--- src/logic/irq_core_pkg.sv ---
// Constants and types for the core interrupt recognition and priority unit
package irq_core_pkg;
  // ==========================================================
  // Register map (byte addresses, one word each)
  localparam logic [3:0] CTRL_OFS = 4'h0;
  localparam logic [3:0] STATUS_OFS = 4'h4;
  localparam logic [3:0] LAST_OFS = 4'h8;
  localparam logic [3:0] COUNT_OFS = 4'hc;
  // CTRL fields and reset value
  localparam int CTRL_SHARE_BIT = 0;
  localparam int CTRL_BOUND_CLR_BIT = 1;
  localparam logic [1:0] CTRL_RESET = 2'h1;
  // ==========================================================
  // Fixed vector types
  localparam logic [7:0] STEP_TYPE = 8'h01;
  localparam logic [7:0] NMI_TYPE = 8'h02;
  // Vector table entry size in bytes, as a shift
  localparam int VEC_ENTRY_SHIFT = 2;
  // Longest instruction, in core clocks
  localparam logic [7:0] MAX_INSTR_CLOCKS = 8'h45;
  // ==========================================================
  // Response sequence: steps and their clock counts (total 42)
  typedef enum logic [3:0] {
    STEP_IDLE0 = 4'h0, STEP_RD_IP = 4'h1, STEP_IDLE1 = 4'h2, STEP_RD_CS = 4'h3,
    STEP_IDLE2 = 4'h4, STEP_PUSH_FL = 4'h5, STEP_IDLE3 = 4'h6, STEP_PUSH_CS = 4'h7,
    STEP_PUSH_IP = 4'h8, STEP_IDLE4 = 4'h9
  } resp_step_e;
  localparam int RESP_STEPS = 10;
  localparam logic [2:0] IDLE0_CLKS = 3'h5;
  localparam logic [2:0] RD_IP_CLKS = 3'h4;
  localparam logic [2:0] IDLE1_CLKS = 3'h5;
  localparam logic [2:0] RD_CS_CLKS = 3'h4;
  localparam logic [2:0] IDLE2_CLKS = 3'h4;
  localparam logic [2:0] PUSH_FL_CLKS = 3'h4;
  localparam logic [2:0] IDLE3_CLKS = 3'h3;
  localparam logic [2:0] PUSH_CS_CLKS = 3'h4;
  localparam logic [2:0] PUSH_IP_CLKS = 3'h4;
  localparam logic [2:0] IDLE4_CLKS = 3'h5;
  // ==========================================================
  // Unit state, Gray along idle -> type fetch -> sequence -> next
  typedef enum logic [1:0] {
    ST_IDLE = 2'b00,
    ST_TYPE = 2'b01,
    ST_SEQ = 2'b11,
    ST_NEXT = 2'b10
  } unit_state_e;
endpackage : irq_core_pkg

--- src/logic/irq_core.sv ---
// Core interrupt recognition, priority ordering and response sequencing
//
// Summary of operation
// RULE1 - Software trap vectors through any type 0..255
// RULE2 - Software trap leaves hardware source status alone
// RULE3 - Only maskable request gated by enable flag
// RULE4 - Recognise pending requests only at instruction boundaries
// RULE5 - Recognition delay bounded by 69-clock longest instruction
// RULE6 - Maskable request waits pending while enable clear
// RULE7 - No recognition while bus held by master
// RULE8 - Defer recognition until established numerics instruction ends
// RULE9 - Boundary after segment load is not valid
// RULE10 - String iterations interruptible, restore only last prefix
// RULE11 - Wait instruction interruptible, return to wait
// RULE12 - Maskable type fetched from controller; others self-typed
// RULE13 - Self-typed response follows fixed 42-clock sequence
// RULE14 - On-chip master may use idle response slots
// RULE15 - Non-maskable beats maskable at same boundary
// RULE16 - At most exception plus single step per boundary
// RULE17 - Exception vectored before coincident non-maskable vector
// RULE18 - Non-maskable interrupts at any valid boundary
// RULE19 - Interrupt vector first, single step vector after
// RULE20 - Restored trap flag steps the interrupt routine too
// RULE21 - Push flags, clear trap/enable, push segment and pointer
// RULE22 - Vector entry address is four times type
// RULE23 - Non-maskable uses internal type two
// RULE24 - Single step type one after trap-flag instruction
// RULE25 - All-pending case ordered by combined pairwise priorities
//
// Chosen here: the register addresses and the Wishbone interface to the registers.
`timescale 1ns/100ps
module irq_core (
  // Clock and reset
  input wire logic clk_i,
  input wire logic rst_i,
  // Wishbone slave
  input wire logic wb_cyc_i,
  input wire logic wb_stb_i,
  input wire logic wb_we_i,
  input wire logic [3:0] wb_adr_i,
  input wire logic [3:0] wb_sel_i,
  input wire logic [31:0] wb_dat_i,
  output logic [31:0] wb_dat_o,
  output logic wb_ack_o,
  // Execution unit
  input wire logic boundary_i,
  input wire logic seg_load_i,
  input wire logic str_iter_i,
  input wire logic wait_instr_i,
  input wire logic numerics_busy_i,
  input wire logic exc_req_i,
  input wire logic [7:0] exc_type_i,
  input wire logic exc_soft_i,
  input wire logic trap_flag_i,
  input wire logic int_enable_i,
  input wire logic hold_i,
  output logic busy_o,
  // Response sequence towards the bus unit
  output logic [3:0] step_o,
  output logic step_active_o,
  output logic clear_flags_o,
  output logic vec_done_o,
  output logic [7:0] vec_type_o,
  output logic [9:0] vec_addr_o,
  output logic ret_to_wait_o,
  output logic ret_one_prefix_o,
  // On-chip bus master sharing idle slots
  input wire logic share_req_i,
  output logic share_gnt_o,
  // Non-maskable pin, asynchronous
  input wire logic nmi_pin_i,
  output logic nmi_ack_o,
  // Interrupt controller
  input wire logic mask_req_i,
  output logic type_req_o,
  input wire logic type_valid_i,
  input wire logic [7:0] type_i
);
  // ==========================================================
  // Step length lookup
  function automatic logic [2:0] step_len(input logic [3:0] s);
    case (s)
      4'h0: step_len = irq_core_pkg::IDLE0_CLKS;
      4'h1: step_len = irq_core_pkg::RD_IP_CLKS;
      4'h2: step_len = irq_core_pkg::IDLE1_CLKS;
      4'h3: step_len = irq_core_pkg::RD_CS_CLKS;
      4'h4: step_len = irq_core_pkg::IDLE2_CLKS;
      4'h5: step_len = irq_core_pkg::PUSH_FL_CLKS;
      4'h6: step_len = irq_core_pkg::IDLE3_CLKS;
      4'h7: step_len = irq_core_pkg::PUSH_CS_CLKS;
      4'h8: step_len = irq_core_pkg::PUSH_IP_CLKS;
      default: step_len = irq_core_pkg::IDLE4_CLKS;
    endcase
  endfunction : step_len

  function automatic logic is_idle_step(input logic [3:0] s);
    is_idle_step = (s == irq_core_pkg::STEP_IDLE0) || (s == irq_core_pkg::STEP_IDLE1) ||
      (s == irq_core_pkg::STEP_IDLE2) || (s == irq_core_pkg::STEP_IDLE3) ||
      (s == irq_core_pkg::STEP_IDLE4);
  endfunction : is_idle_step

  // ==========================================================
  // Non-maskable pin synchroniser and edge latch
  logic nmi_s1_r, nmi_s2_r, nmi_s3_r, nmi_lvl_r, nmi_pend_r;
  wire nmi_lvl_nxt = (nmi_s2_r == nmi_s3_r) ? nmi_s3_r : nmi_lvl_r;
  wire nmi_rise = nmi_lvl_nxt & ~nmi_lvl_r;
  wire nmi_take;

  always_ff @(posedge clk_i) begin
    if (rst_i) begin
      nmi_s1_r <= 1'b0;
      nmi_s2_r <= 1'b0;
      nmi_s3_r <= 1'b0;
      nmi_lvl_r <= 1'b0;
      nmi_pend_r <= 1'b0;
    end else begin
      nmi_s1_r <= nmi_pin_i;
      nmi_s2_r <= nmi_s1_r;
      nmi_s3_r <= nmi_s2_r;
      nmi_lvl_r <= nmi_lvl_nxt;
      // New edge wins over the clear of the one being taken
      nmi_pend_r <= nmi_rise | (nmi_pend_r & ~nmi_take);
    end
  end

  // ==========================================================
  // Boundary validity
  irq_core_pkg::unit_state_e state_r, state_nxt;
  wire idle = (state_r == irq_core_pkg::ST_IDLE);
  wire blocked = hold_i | numerics_busy_i; // [RULE7] [RULE8]
  // Segment load's own boundary never counts, so paired stack loads stay whole
  wire valid_bnd = boundary_i & idle & ~blocked & ~seg_load_i; // [RULE4] [RULE9]
  wire mask_ok = mask_req_i & int_enable_i; // [RULE3] [RULE6]
  wire any_req = exc_req_i | nmi_pend_r | mask_ok | trap_flag_i;
  wire recog = valid_bnd & any_req;

  // ==========================================================
  // Vector queue captured at a recognised boundary
  // Order taken: exception, non-maskable, maskable, single step
  logic q_exc_r, q_nmi_r, q_mask_r, q_step_r;
  logic [7:0] q_exc_type_r;
  logic cur_soft_r;
  logic [7:0] cur_type_r;
  wire pick_exc = q_exc_r; // [RULE17]
  wire pick_nmi = ~q_exc_r & q_nmi_r; // [RULE15] [RULE18]
  wire pick_mask = ~q_exc_r & ~q_nmi_r & q_mask_r;
  wire pick_step = ~q_exc_r & ~q_nmi_r & ~q_mask_r & q_step_r; // [RULE19] [RULE25]
  wire q_any = q_exc_r | q_nmi_r | q_mask_r | q_step_r;
  assign nmi_take = (state_r == irq_core_pkg::ST_NEXT) & pick_nmi;

  // ==========================================================
  // Sequence counters
  logic [3:0] step_r;
  logic [2:0] clk_cnt_r;
  wire share_en;
  assign share_gnt_o = (state_r == irq_core_pkg::ST_SEQ) & is_idle_step(step_r) &
    share_req_i & share_en; // [RULE14]
  wire step_end = (clk_cnt_r == step_len(step_r) - 3'h1) & ~share_gnt_o;
  wire seq_end = step_end &
    (step_r == 4'(irq_core_pkg::RESP_STEPS - 1)); // [RULE13]

  always_comb begin
    state_nxt = state_r;
    case (state_r)
      irq_core_pkg::ST_IDLE: begin
        if (recog) begin
          state_nxt = irq_core_pkg::ST_NEXT;
        end
      end
      irq_core_pkg::ST_NEXT: begin
        if (!q_any) begin
          state_nxt = irq_core_pkg::ST_IDLE;
        end else if (pick_mask) begin
          state_nxt = irq_core_pkg::ST_TYPE; // [RULE12]
        end else begin
          state_nxt = irq_core_pkg::ST_SEQ;
        end
      end
      irq_core_pkg::ST_TYPE: begin
        if (type_valid_i) begin
          state_nxt = irq_core_pkg::ST_SEQ;
        end
      end
      irq_core_pkg::ST_SEQ: begin
        if (seq_end) begin
          state_nxt = irq_core_pkg::ST_NEXT;
        end
      end
      default: state_nxt = irq_core_pkg::ST_IDLE;
    endcase
  end

  always_ff @(posedge clk_i) begin
    if (rst_i) begin
      state_r <= irq_core_pkg::ST_IDLE;
    end else begin
      state_r <= state_nxt;
    end
  end

  always_ff @(posedge clk_i) begin
    if (rst_i) begin
      q_exc_r <= 1'b0;
      q_nmi_r <= 1'b0;
      q_mask_r <= 1'b0;
      q_step_r <= 1'b0;
      q_exc_type_r <= 8'h00;
    end else if (state_r == irq_core_pkg::ST_IDLE) begin
      if (recog) begin
        q_exc_r <= exc_req_i; // [RULE16]
        q_exc_type_r <= exc_type_i; // [RULE1]
        q_nmi_r <= nmi_pend_r;
        // Non-maskable vectoring clears the enable flag first
        q_mask_r <= mask_ok & ~nmi_pend_r; // [RULE15]
        q_step_r <= trap_flag_i; // [RULE24] [RULE20]
      end
    end else if (state_r == irq_core_pkg::ST_NEXT) begin
      if (pick_exc) begin
        q_exc_r <= 1'b0;
      end else if (pick_nmi) begin
        q_nmi_r <= 1'b0;
      end else if (pick_mask) begin
        q_mask_r <= 1'b0;
      end else begin
        q_step_r <= 1'b0;
      end
    end
  end

  always_ff @(posedge clk_i) begin
    if (rst_i) begin
      cur_type_r <= 8'h00;
      cur_soft_r <= 1'b0;
    end else if (state_r == irq_core_pkg::ST_NEXT) begin
      cur_soft_r <= pick_exc & exc_soft_i;
      if (pick_exc) begin
        cur_type_r <= q_exc_type_r;
      end else if (pick_nmi) begin
        cur_type_r <= irq_core_pkg::NMI_TYPE; // [RULE23]
      end else begin
        cur_type_r <= irq_core_pkg::STEP_TYPE;
      end
    end else if ((state_r == irq_core_pkg::ST_TYPE) && type_valid_i) begin
      cur_type_r <= type_i; // [RULE12]
    end
  end

  always_ff @(posedge clk_i) begin
    if (rst_i || state_r != irq_core_pkg::ST_SEQ) begin
      step_r <= 4'h0;
      clk_cnt_r <= 3'h0;
    end else if (step_end) begin
      step_r <= step_r + 4'h1;
      clk_cnt_r <= 3'h0;
    end else if (!share_gnt_o) begin
      clk_cnt_r <= clk_cnt_r + 3'h1;
    end
  end

  // ==========================================================
  // Return address qualifiers, captured at recognition
  logic ret_wait_r, ret_prefix_r;
  always_ff @(posedge clk_i) begin
    if (rst_i) begin
      ret_wait_r <= 1'b0;
      ret_prefix_r <= 1'b0;
    end else if (recog) begin
      ret_wait_r <= wait_instr_i; // [RULE11]
      ret_prefix_r <= str_iter_i; // [RULE10]
    end
  end

  // ==========================================================
  // Outputs to bus unit and execution unit
  logic vec_done_r, clear_r;
  logic [7:0] vec_type_r;
  always_ff @(posedge clk_i) begin
    if (rst_i) begin
      vec_done_r <= 1'b0;
      clear_r <= 1'b0;
      vec_type_r <= 8'h00;
    end else begin
      vec_done_r <= seq_end;
      // Flags cleared once saved by the flag push
      clear_r <= (state_r == irq_core_pkg::ST_SEQ) & step_end &
        (step_r == irq_core_pkg::STEP_PUSH_FL); // [RULE21]
      if (seq_end) begin
        vec_type_r <= cur_type_r;
      end
    end
  end

  assign busy_o = ~idle;
  assign step_o = step_r;
  assign step_active_o = (state_r == irq_core_pkg::ST_SEQ);
  assign clear_flags_o = clear_r;
  assign vec_done_o = vec_done_r;
  assign vec_type_o = vec_type_r;
  assign vec_addr_o = {vec_type_r, 2'b00}; // [RULE22]
  assign ret_to_wait_o = ret_wait_r;
  assign ret_one_prefix_o = ret_prefix_r;
  // Hardware status is acknowledged only by hardware vectoring
  assign nmi_ack_o = nmi_take; // [RULE2]
  assign type_req_o = (state_r == irq_core_pkg::ST_TYPE); // [RULE12]

  // ==========================================================
  // Statistics: latency against the longest instruction
  logic [7:0] lat_r;
  logic bound_miss_r;
  logic [7:0] last_resp_r, resp_cnt_r;
  logic [15:0] count_r;
  wire pend = nmi_pend_r | mask_ok | exc_req_i;
  wire bound_clr;

  always_ff @(posedge clk_i) begin
    if (rst_i || !pend || recog || blocked) begin
      lat_r <= 8'h00;
    end else if (lat_r != 8'hff) begin
      lat_r <= lat_r + 8'h01;
    end
  end

  always_ff @(posedge clk_i) begin
    if (rst_i) begin
      bound_miss_r <= 1'b0;
    end else begin
      // Set wins over software clear
      bound_miss_r <= (lat_r > irq_core_pkg::MAX_INSTR_CLOCKS) |
        (bound_miss_r & ~bound_clr); // [RULE5]
    end
  end

  always_ff @(posedge clk_i) begin
    if (rst_i) begin
      resp_cnt_r <= 8'h00;
      last_resp_r <= 8'h00;
      count_r <= 16'h0000;
    end else begin
      if (state_r == irq_core_pkg::ST_NEXT) begin
        resp_cnt_r <= 8'h00;
      end else if (resp_cnt_r != 8'hff) begin
        resp_cnt_r <= resp_cnt_r + 8'h01;
      end
      if (seq_end) begin
        last_resp_r <= resp_cnt_r + 8'h01;
        count_r <= count_r + 16'h0001;
      end
    end
  end

  // ==========================================================
  // Wishbone slave, one wait cycle, unmapped reads zero
  logic [1:0] ctrl_r;
  logic ack_r, bclr_r;
  logic [31:0] dat_r;
  wire req = wb_cyc_i & wb_stb_i;
  wire wr = req & wb_we_i & ack_r & wb_sel_i[0];
  wire sel_ctrl = (wb_adr_i == irq_core_pkg::CTRL_OFS);
  wire sel_stat = (wb_adr_i == irq_core_pkg::STATUS_OFS);
  wire sel_last = (wb_adr_i == irq_core_pkg::LAST_OFS);
  wire sel_cnt = (wb_adr_i == irq_core_pkg::COUNT_OFS);
  wire [31:0] stat_word = {22'h000000, cur_soft_r, bound_miss_r, state_r,
    q_step_r, q_mask_r, q_nmi_r, q_exc_r, nmi_pend_r, busy_o};
  wire [31:0] rdata = sel_ctrl ? {30'h00000000, ctrl_r} :
    sel_stat ? stat_word :
    sel_last ? {16'h0000, last_resp_r, vec_type_r} :
    sel_cnt ? {16'h0000, count_r} : 32'h00000000;
  assign share_en = ctrl_r[irq_core_pkg::CTRL_SHARE_BIT];
  assign bound_clr = bclr_r;

  always_ff @(posedge clk_i) begin
    if (rst_i) begin
      ack_r <= 1'b0;
      dat_r <= 32'h00000000;
      ctrl_r <= irq_core_pkg::CTRL_RESET;
      bclr_r <= 1'b0;
    end else begin
      ack_r <= req & ~ack_r;
      if (req & ~ack_r) begin
        dat_r <= rdata;
      end
      bclr_r <= wr & sel_ctrl & wb_dat_i[irq_core_pkg::CTRL_BOUND_CLR_BIT];
      if (wr & sel_ctrl) begin
        ctrl_r <= {1'b0, wb_dat_i[irq_core_pkg::CTRL_SHARE_BIT]};
      end
    end
  end

  assign wb_ack_o = ack_r;
  assign wb_dat_o = dat_r;
endmodule : irq_core

--- config.mk ---
export PLATFORM = sky130hd
export DESIGN_NAME = irq_core
export DESIGN_NICKNAME = d
export VERILOG_FILES = /design/src/logic/irq_core_pkg.sv /design/src/logic/irq_core.sv
export SDC_FILE = /design/constraint.sdc
export NUM_CORES = 1
export LEC_CHECK = 0
export ABC_CLOCK_PERIOD_IN_PS = 2300
export BUFFER_PORTS_ARGS = -buffer_cell sky130_fd_sc_hd__buf_2
export CAP_MARGIN = 20
export CELL_PAD_IN_SITES_DETAIL_PLACEMENT = 1
export CELL_PAD_IN_SITES_GLOBAL_PLACEMENT = 1
export CORE_ASPECT_RATIO = 1.2
export CORE_MARGIN = 2
export CORE_UTILIZATION = 35
export DETAILED_ROUTE_END_ITERATION = 12
export GPL_TIMING_DRIVEN = 0
export PLACE_DENSITY = 0.8
export SLEW_MARGIN = 15
export SYNTH_ARGS = -nofsm -noshare
export SYNTH_HDL_FRONTEND = slang
export SYNTH_SLANG_ARGS = --single-unit
--- constraint.sdc ---
create_clock -name clk_i -period 2.3 [get_ports clk_i]
set_clock_uncertainty 0.15 [all_clocks]
set_input_delay 0.46 -clock clk_i [delete_from_list [all_inputs] [get_ports clk_i]]
set_output_delay 0.46 -clock clk_i [all_outputs]
set_load 0.1 [all_outputs]
==> summary.txt, run 1 <==
Critical path
  – Crit-path leading delay family: buffers and inverters
  – Startpoint types: register
  – Slowest cell on the critical path: dfxtp_4
  – Endpoint class of the critical path: output pin
  – Crit path cell chain: buf_8, inv_8, ha_4, nor3_2, a211o_1, inv_2, clkbuf_16, buf_16
  – Worst path max stage delay: 0.37 ns
  – WP buf/inv: 5
  – CP Data Arrival Time: 1.77 ns
  – WS Path Type: reg -> out
  – CP required: 1.69 ns
  – Worst Path Max Fanout: 4

Yosys
  – Synth warn: 0
  – Average size of a mapped cell: 8.60 sq um
  – Seq/Total Area, Yosys: 42.2%
  – Prevailing post-synth register cell: dfxtp_1
  – Register bit total from synthesis: 110
  – Gate Count Post-Synth: 607
  – Post-Syn Area: 5220 sq um
  – Synth unique cells: 53
  – Number of flops mapped to enable cells by yosys: 0
  – Ys async rst share: 0%
  – Most instantiated library cell after synthesis: dfxtp_1
  – Area leader, netlist: dfxtp_1
  – Area share of the largest cell type after synthesis: 42.2%
  – Top cells by area, synth: dfxtp_1 (42%), nor2_1 (6.0%), a21oi_1 (4.4%), buf_4 (3.7%), nand2_1 (3.7%)
  – Most frequent cells after synthesis: dfxtp_1 (110), nor2_1 (83), nand2_1 (51)

Placement
  – IO buf count: 85
  – Final HPWL DP: 12500 um
  – Final GP Congestion: 0.863
  – Placed cell count: 909
  – Worst slack at placement: -0.503 ns

Power
  – Power Density: 627 nW/um^2
  – Worst VDD drop: 0.000329 V
  – Switching Share: 26.9%
  – LEAKAGE: 0.00263 uW
  – Logic pwr share: 13.3%
  – Clk pwr share: 40.6%
  – Sw power: 1150 uW
  – Int Pwr: 3120 uW
  – Part of the power in registers: 46.1%

Layout
  – Fin cells: 941
  – Nets: 826
  – Fillers: 1722
  – P&R area growth vs syn: 30.5%
  – Layout cell share with drive strength beyond 1: 29.6%
  – Diodes inserted: 0

Die
  – Die width: 115 um
  – IO Count: 139
  – Initial Utilization: 36.1%
  – Core area: 14500 sq um
  – Die ar.: 15900 sq um
  – Chip Height: 138 um
  – Row count: 48

Timing
  – Hold WS: 0.189 ns
  – Setup violations, final: 2
  – Setup repair after global routing missed its margin: yes
  – Final worst slack: -0.0841 ns
  – Fin crit period: 2.38 ns
  – Fmax: 419 MHz
  – Worst Tran Pin Value: 0.910 ns
  – Final Slew Violations: 0
  – Slew headroom: 39.0%
  – Post-route clock period utilization: 104%
  – Hold Fails Final Rpt: 0

Route
  – Met3 wire length: 578 um
  – Total wire length: 17200 um
  – Top Metal Used: met4
  – Met1 WL: 6570 um
  – DRC: 0
  – Via count: 4939
  – Drt first pass iters: 4
  – Drt wl/cell: 18.3 um
  – Routed Antenna Nets: 0
  – DRT iter0 DRCs: 159
  – Vias per Instance: 5.25
  – WL met2: 9630 um

Min path
  – Worst hold path type: in -> reg

Clock tree
  – CTS buffer count: 9
  – TritonCTS clock tree: built
  – Clk sinks: 110
  – H-tree levels: 3
  – Clock buffer depth: 2
  – Worst-Skew Late Latency: 0.35 ns
  – Worst-path clk slew: 0.08 ns
  – Clock root buffer: clkbuf_16
  – Hold-fix buffers at CTS: 0

Global routing
  – Global-route usage over all layers: 21.8%
  – Initial antenna violation count: 0
  – Vias in the first global route: 5163
  – Congestion Overflow GR: 0
  – First-pass GRT wire length: 26600 um
  – Largest net degree at the start of global routing: 18

Status
  – Failing checks: setup timing
  – Status: complete, but fails checks

Run
  – Max-Cap Viols: 0
worst paths after layout:
kind | from | to | slack, ns | depth (start not counted)
hold reg to reg | cur_type_r[4]$_SDFFE_PP0P_ | vec_type_o[4]$_SDFFE_PP0P_ | 0.30 | 2
hold / removal | nmi_pin_i | nmi_s1_r$_SDFF_PP0_ | 0.19 | 2
setup / recovery | step_o[0]$_SDFFE_PP0N_ | share_gnt_o | -0.08 | 8
setup reg to reg | step_o[0]$_SDFFE_PP0N_ | register | -0.05 | 9
stage by stage:
step	area, sq um	setup TNS, ns	total power (uW)	utilization [%]
floorplan	5380	-0.446	2390	-
global placement	6050	-11.10	2510	41.8
detailed placement	6060	-12.57	2530	41.8
CTS	6690	-0.0512	4270	46.2
global route	6810	-0.528	4410	47.0
finish	6810	-0.132	4270	47.0
power groups by stage:
stage | sequential [uW] | combinational [uW] | clock (uW)
2_1_floorplan | 2020 | 376 | 0
3_3_place_gp | 2010 | 497 | 0
3_5_place_dp | 2010 | 515 | 0
4_1_cts | 1970 | 548 | 1750
5_1_grt | 1970 | 610 | 1820
6_report | 1970 | 570 | 1730
kinds of logic after synthesis:
group,Yosys count,share of synthesized area (%)
buffers and inverters,82,7.86
flip-flops,110,42.2
AO/OA/AOI/OAI,126,16.1
other,1,0.0719
multiplexers,30,6.28
AND/OR/NAND/NOR,220,19.8
XOR/XNOR,23,4.12
adder cells (fa/ha/maj),15,3.60
routing by layer:
metal  track usage, %  up-vias
li1                 -     2360
met1             23.5     2416
met2             41.6      130
met3             3.12       33
met4             9.50        0
met5                0        -
final cells by class:
type                       count  area [sq um]  area share (%)
timing repair buffer         103           604            8.88
inverter                      23           120            1.76
multi-input combinational    432          2920            42.8
clock inverter                 5          81.3            1.19
tap                          200           250            3.68
buffer                        57           359            5.27
clock buffer                  11           253            3.71
sequential                   110          2220            32.7
timing repair:
item | 4_1_cts | 5_1_grt
setup buffers | 14 | 4
resized for setup | 51 | 26
pin swaps | 10 | 12
setup endpoints to repair | 52 | 37
state kept, by name, indices dropped and copies added, names as in the netlist, 2 cells and up, named ones only:
register / count
wb_dat_o: 16
vec_type_o: 8
resp_cnt_r: 8
count_r: 16
q_exc_type_r: 8
cur_type_r: 8
last_resp_r: 8
step_o: 4
state_r: 2
clk_cnt_r: 3
lat_r: 8
layout by cell type, fill, tap and decap left out, types with 6 or more instances in the layout:
cell / count
dfxtp_1: 102
buf_2: 84
nor2_1: 78
nand2_1: 50
a21oi_1: 43
buf_4: 43
nand3_1: 21
conb_1: 18
mux2i_1: 17
clkbuf_1: 16
o21ai_0: 16
xnor2_1: 15
a22oi_1: 15
inv_1: 13
mux2_2: 11
clkbuf_16: 10
a211oi_1: 10
a22o_1: 9
nor3_1: 7
nand4_1: 7
ha_4: 7
ha_1: 7
xor2_1: 6
a311oi_1: 6
or3_1: 6
Power figures use the tool's default switching activity.
==> inputs of run 2 (changes only) <==
--- a/config.mk
+++ b/config.mk
@@ -5,17 +5,17 @@
 export SDC_FILE = /design/constraint.sdc
 export NUM_CORES = 1
 export LEC_CHECK = 0
-export ABC_CLOCK_PERIOD_IN_PS = 2300
+export ABC_CLOCK_PERIOD_IN_PS = 2450
 export BUFFER_PORTS_ARGS = -buffer_cell sky130_fd_sc_hd__buf_2
 export CAP_MARGIN = 20
 export CELL_PAD_IN_SITES_DETAIL_PLACEMENT = 1
 export CELL_PAD_IN_SITES_GLOBAL_PLACEMENT = 1
 export CORE_ASPECT_RATIO = 1.2
 export CORE_MARGIN = 2
-export CORE_UTILIZATION = 35
+export CORE_UTILIZATION = 39
 export DETAILED_ROUTE_END_ITERATION = 12
 export GPL_TIMING_DRIVEN = 0
-export PLACE_DENSITY = 0.8
+export PLACE_DENSITY = 0.84
 export SLEW_MARGIN = 15
 export SYNTH_ARGS = -nofsm -noshare
 export SYNTH_HDL_FRONTEND = slang
==> constraint.sdc (replaced) <==
create_clock -name clk_i -period 2.45 [get_ports clk_i]
set_clock_uncertainty 0.15 [all_clocks]
set_input_delay 0.49 -clock clk_i [delete_from_list [all_inputs] [get_ports clk_i]]
set_output_delay 0.49 -clock clk_i [all_outputs]
set_load 0.1 [all_outputs]
==> summary.txt, run 2 (synthesized netlist as in run 1, its figures left out) <==
Global routing
  – Largest net degree at the start of global routing: 18
  – Vias in the first global route: 5108
  – Global-route usage over all layers: 23.2%
  – First-pass GRT wire length: 25600 um
  – Congestion Overflow GR: 0
  – Initial antenna violation count: 0

Clock tree
  – TritonCTS clock tree: built
  – Clock buffer depth: 2
  – Clk sinks: 110
  – Hold-fix buffers at CTS: 0
  – CTS buffer count: 9
  – Worst-path clk slew: 0.07 ns
  – Worst-Skew Late Latency: 0.36 ns
  – Clock root buffer: clkbuf_16
  – H-tree levels: 3

Min path
  – Worst hold path type: in -> reg
  – WHS Path Cells: 2

Critical path
  – WS Path Type: reg -> out
  – Slowest cell on the critical path: dfxtp_4
  – Crit path cell chain: inv_6, ha_4, nand2b_1, a211o_1, inv_2, clkbuf_16, buf_16
  – Reg2Reg Depth: 8
  – Worst path max stage delay: 0.39 ns
  – CP Data Arrival Time: 1.78 ns
  – Endpoint class of the critical path: output pin
  – Worst Path Max Fanout: 7
  – CP required: 1.81 ns
  – Startpoint types: register

Timing
  – Post-route clock period utilization: 98.8%
  – Worst Tran Pin Value: 0.898 ns
  – Setup repair after global routing missed its margin: yes
  – Final worst slack: 0.0302 ns
  – Final Slew Violations: 0
  – Hold Fails Final Rpt: 0
  – Setup violations, final: 0
  – Setup tns final: 0 ns
  – Fmax: 413 MHz
  – Slew headroom: 39.8%
  – Fin crit period: 2.42 ns

Layout
  – Diodes inserted: 0
  – Nets: 818
  – Layout cell share with drive strength beyond 1: 26.8%
  – Most frequent cells in the layout: dfxtp_1 (103), buf_2 (85), nor2_1 (80), nand2_1 (51), a21oi_1 (45)
  – Final Core Density: 50.0%
  – Final Cell Area: 6560 sq um
  – P&R area growth vs syn: 25.7%
  – Most common cell after layout, fill and taps aside: dfxtp_1
  – Fillers: 1594

Power
  – Worst VDD drop: 0.000274 V
  – Total design power: 3800 uW
  – LEAKAGE: 0.00258 uW
  – Power Density: 579 nW/um^2

Die
  – Die width: 110 um
  – Chip Height: 131 um
  – IO Count: 139
  – Row count: 46
  – Initial Utilization: 39.8%
  – Core area: 13100 sq um
  – Die ar.: 14300 sq um

Route
  – Met3 wire length: 538 um
  – DRT iter0 DRCs: 201
  – DRC: 0
  – Via count: 4879
  – Top Metal Used: met4
  – Total wire length: 16100 um
  – Vias per Instance: 5.42
  – Drt wl/cell: 17.9 um
  – Drt first pass iters: 4
  – Routed Antenna Nets: 0
  – Met1 WL: 6570 um
  – WL met2: 8520 um

Placement
  – Final HPWL DP: 11900 um
  – Area post-placement: 6000 sq um
  – IO buf count: 85
  – Final GP Congestion: 0.900
  – Worst slack at placement: -0.331 ns

Status
  – Status: complete, no violations

Run
  – Max-Cap Viols: 0
## run 2: power by group
| group | switching [uW] | internal [uW] | total (uW) |
|---|---|---|---|
| logic | 351 | 137 | 489 |
| registers | 29.6 | 1820 | 1850 |
| clock network | 672 | 787 | 1460 |
## run 2: area by class of cell
type | instances | area [sq um] | area share, %
well taps | 168 | 210 | 3.20
inverters | 23 | 96.3 | 1.47
repair buffers | 95 | 546 | 8.31
multi-input cells | 432 | 2840 | 43.3
plain buffers | 57 | 355 | 5.42
clock buffers | 9 | 225 | 3.43
clock inverters | 6 | 61.3 | 0.934
flip-flops and latches | 110 | 2220 | 33.9
## run 2: repair_timing
action	in CTS	in global routing
resized for setup	30	24
pin swaps	8	2
setup buffers	9	1
gates cloned	0	0
setup endpoints to repair	43	27
## run 2: worst paths after layout
check / endpoint / slack (ns) / from
hold reg to reg: vec_type_o[3]$_SDFFE_PP0P_ / 0.32 / cur_type_r[3]$_SDFFE_PP0P_
setup reg to reg: register / 0.09 / register
hold / removal: nmi_s1_r$_SDFF_PP0_ / 0.22 / nmi_pin_i
setup / recovery: share_gnt_o / 0.03 / step_o[1]$_SDFFE_PP0N_
## run 2: layer usage
metal,global-route usage [%],vias up
met5,0,-
met4,10.3,0
met3,3.27,32
met2,42.0,120
met1,26.9,2391
li1,-,2336
## run 2: per-stage QoR
step,cells,hold slack [ns]
final,900,0.216
after global routing,900,0.211
after CTS,900,0.214
after detailed placement,877,0.302
after global placement,877,0.277
after floorplan,624,0.264
## run 2: critical path, delay by kind of cell, from the launching register on
family / cells / cell delay, ns
AO/OA/AOI/OAI: 1 / 0.31
adder cells (fa/ha/maj): 1 / 0.14
buffers and inverters: 4 / 0.52
flip-flops: 1 / 0.39
AND/OR/NAND/NOR: 1 / 0.08
==> inputs of run 3 (changes only) <==
--- a/config.mk
+++ b/config.mk
@@ -16,6 +16,7 @@
 export DETAILED_ROUTE_END_ITERATION = 12
 export GPL_TIMING_DRIVEN = 0
 export PLACE_DENSITY = 0.84
+export REMOVE_ABC_BUFFERS = 1
 export SLEW_MARGIN = 15
 export SYNTH_ARGS = -nofsm -noshare
 export SYNTH_HDL_FRONTEND = slang
==> summary.txt, run 3 (synthesized netlist as in run 1, its figures left out) <==
Status
  – Status: complete, no violations

Critical path
  – WP buf/inv: 2
  – Levels on crit path: 8
  – Worst path max stage delay: 0.52 ns
  – Slowest cell on the critical path: or4_4
  – Worst r2r src: step_o[1]$_SDFFE_PP0N_
  – Endpoint class of the critical path: register
  – CP Data Arrival Time: 2.49 ns
  – R2r setup slk: 0.04 ns
  – WS Path Type: reg -> reg
  – Startpoint types: register
  – Worst Path Max Fanout: 4
  – Crit path cell chain: buf_4, ha_2, nor3_2, a211o_1, clkinvlp_4, or4_4, a2111oi_4, o22ai_1
  – Reg2Reg Depth: 8
  – Crit-path leading delay family: simple AND/OR/NAND/NOR gates
  – CP required: 2.53 ns

Layout
  – Nets: 775
  – Most common cell after layout, fill and taps aside: dfxtp_1
  – Most frequent cells in the layout: dfxtp_1 (105), buf_2 (83), nor2_1 (81), nand2_1 (50), a21oi_1 (42)
  – Layout cell share with drive strength beyond 1: 25.1%
  – Fillers: 1548
  – Diodes inserted: 0
  – P&R area growth vs syn: 20.7%

Clock tree
  – Worst-Skew Late Latency: 0.35 ns
  – Clk sinks: 110
  – CTS buffer count: 9
  – TritonCTS clock tree: built
  – Worst-path clk slew: 0.07 ns
  – Hold-fix buffers at CTS: 0
  – Clock root buffer: clkbuf_16
  – Clock buffer depth: 2
  – H-tree levels: 3

Timing
  – Hold WS: 0.193 ns
  – Slew headroom: 43.5%
  – Fmax: 414 MHz
  – Post-route clock period utilization: 98.5%
  – Fin crit period: 2.41 ns
  – Hold Fails Final Rpt: 0
  – Final Slew Violations: 0
  – Setup violations, final: 0
  – Worst Tran Pin Value: 0.843 ns

Power
  – LEAKAGE: 0.00241 uW
  – Power Density: 598 nW/um^2
  – Worst VDD drop: 0.000375 V
  – Total design power: 3760 uW

Die
  – Die width: 110 um
  – Chip Height: 131 um
  – Die ar.: 14300 sq um
  – Core area: 13100 sq um
  – Initial Utilization: 39.8%
  – Row count: 46
  – IO Count: 139

Route
  – DRT iter0 DRCs: 191
  – DRC: 0
  – Via count: 4681
  – Vias per Instance: 5.46
  – Routed Antenna Nets: 0
  – Drt wl/cell: 18.1 um
  – Drt first pass iters: 4
  – Total wire length: 15500 um

Global routing
  – First-pass GRT wire length: 24300 um
  – Most Crowded Layer GR: met2
  – Met3 usage: 4.86%
  – Largest net degree at the start of global routing: 77
  – Congestion Overflow GR: 0
  – Initial antenna violation count: 1
  – Vias in the first global route: 4932
  – Met1 GRT Util: 23.9%
  – Global-route usage over all layers: 21.7%
  – M2 GR Usage: 39.5%

Min path
  – Worst hold path type: in -> reg
  – Hold path start: nmi_pin_i
  – WHS Path Cells: 2
  – Hold endpoint: nmi_s1_r$_SDFF_PP0_

Placement
  – Final HPWL DP: 10400 um
  – Final GP Congestion: 0.834
  – IO buf count: 87

Run
  – Max-Cap Viols: 0
## run 3: cell count changes in the layout (fill, tap and decap cells not counted), moves of 4 or more
cell      before  now
clkbuf_2       4    0
buf_1          5    0
buf_4         35   20
inv_4          4    0
clkbuf_1      17    0
## run 3: how the worst max path moves through the flow
stage          slack (ns)                       end                     from
3_3_place_gp        -0.74   state_r[0]$_SDFFE_PP0P_  state_r[0]$_SDFFE_PP0P_
4_1_cts             0.006  count_r[15]$_SDFFE_PP0P_  state_r[1]$_SDFFE_PP0P_
2_1_floorplan       -1.25                  register   step_o[1]$_SDFFE_PP0N_
6_report             0.04                  register   step_o[1]$_SDFFE_PP0N_
3_5_place_dp        -0.56                 nmi_ack_o  state_r[0]$_SDFFE_PP0P_
5_1_grt             -0.04                  register   step_o[1]$_SDFFE_PP0N_
## run 3: through the flow
stage	TNS [ns]	setup slack [ns]	util (%)	instances	area, sq um
finish	0	0.0362	48.0	857	6300
global route	-0.0730	-0.0446	48.0	857	6300
CTS	0	0.00584	46.8	849	6140
detailed placement	-4.52	-0.562	43.2	823	5670
global placement	-22.84	-0.735	42.7	820	5600
floorplan	-24.31	-1.25	-	565	4960
## run 3: worst reg2reg max path: stages (launching register included)
cell,delay (ns)
dfxtp_4,0.36
buf_4,0.15
ha_2,0.17
nor3_2,0.14
a211o_1,0.20
clkinvlp_4,0.18
or4_4,0.52
a2111oi_4,0.29
o22ai_1,0.13
## run 3: cell type report
| cell class | count | area (sq um) | area share (%) |
|---|---|---|---|
| clock buffer | 9 | 225 | 3.58 |
| clock inverter | 6 | 61.3 | 0.974 |
| inverter | 23 | 95.1 | 1.51 |
| multi-input combinational | 432 | 2830 | 44.9 |
| sequential | 110 | 2210 | 35.1 |
| tap | 168 | 210 | 3.34 |
| timing repair buffer | 109 | 662 | 10.5 |
## run 3: report_power, final
part | switching (uW) | internal [uW]
logic | 337 | 117
clock network | 670 | 786
registers | 30.6 | 1820
total | 1040 | 2720
## run 3: what timing repair did
item / 4_1_cts / 5_1_grt
resized for setup: 28 / 22
endpoints found under the setup margin: 27 / 15
setup buffers: 11 / 8
pin swaps: 8 / 7
## run 3: metal layers
layer  wire length, um  vias to the layer above  part of all wire, %
met5                15                        -                0.096
met1              6060                     2284                   39
met3               712                       37                  4.6
met2              8330                      119                   54
li1                  -                     2239                    -
met4               427                        2                  2.7
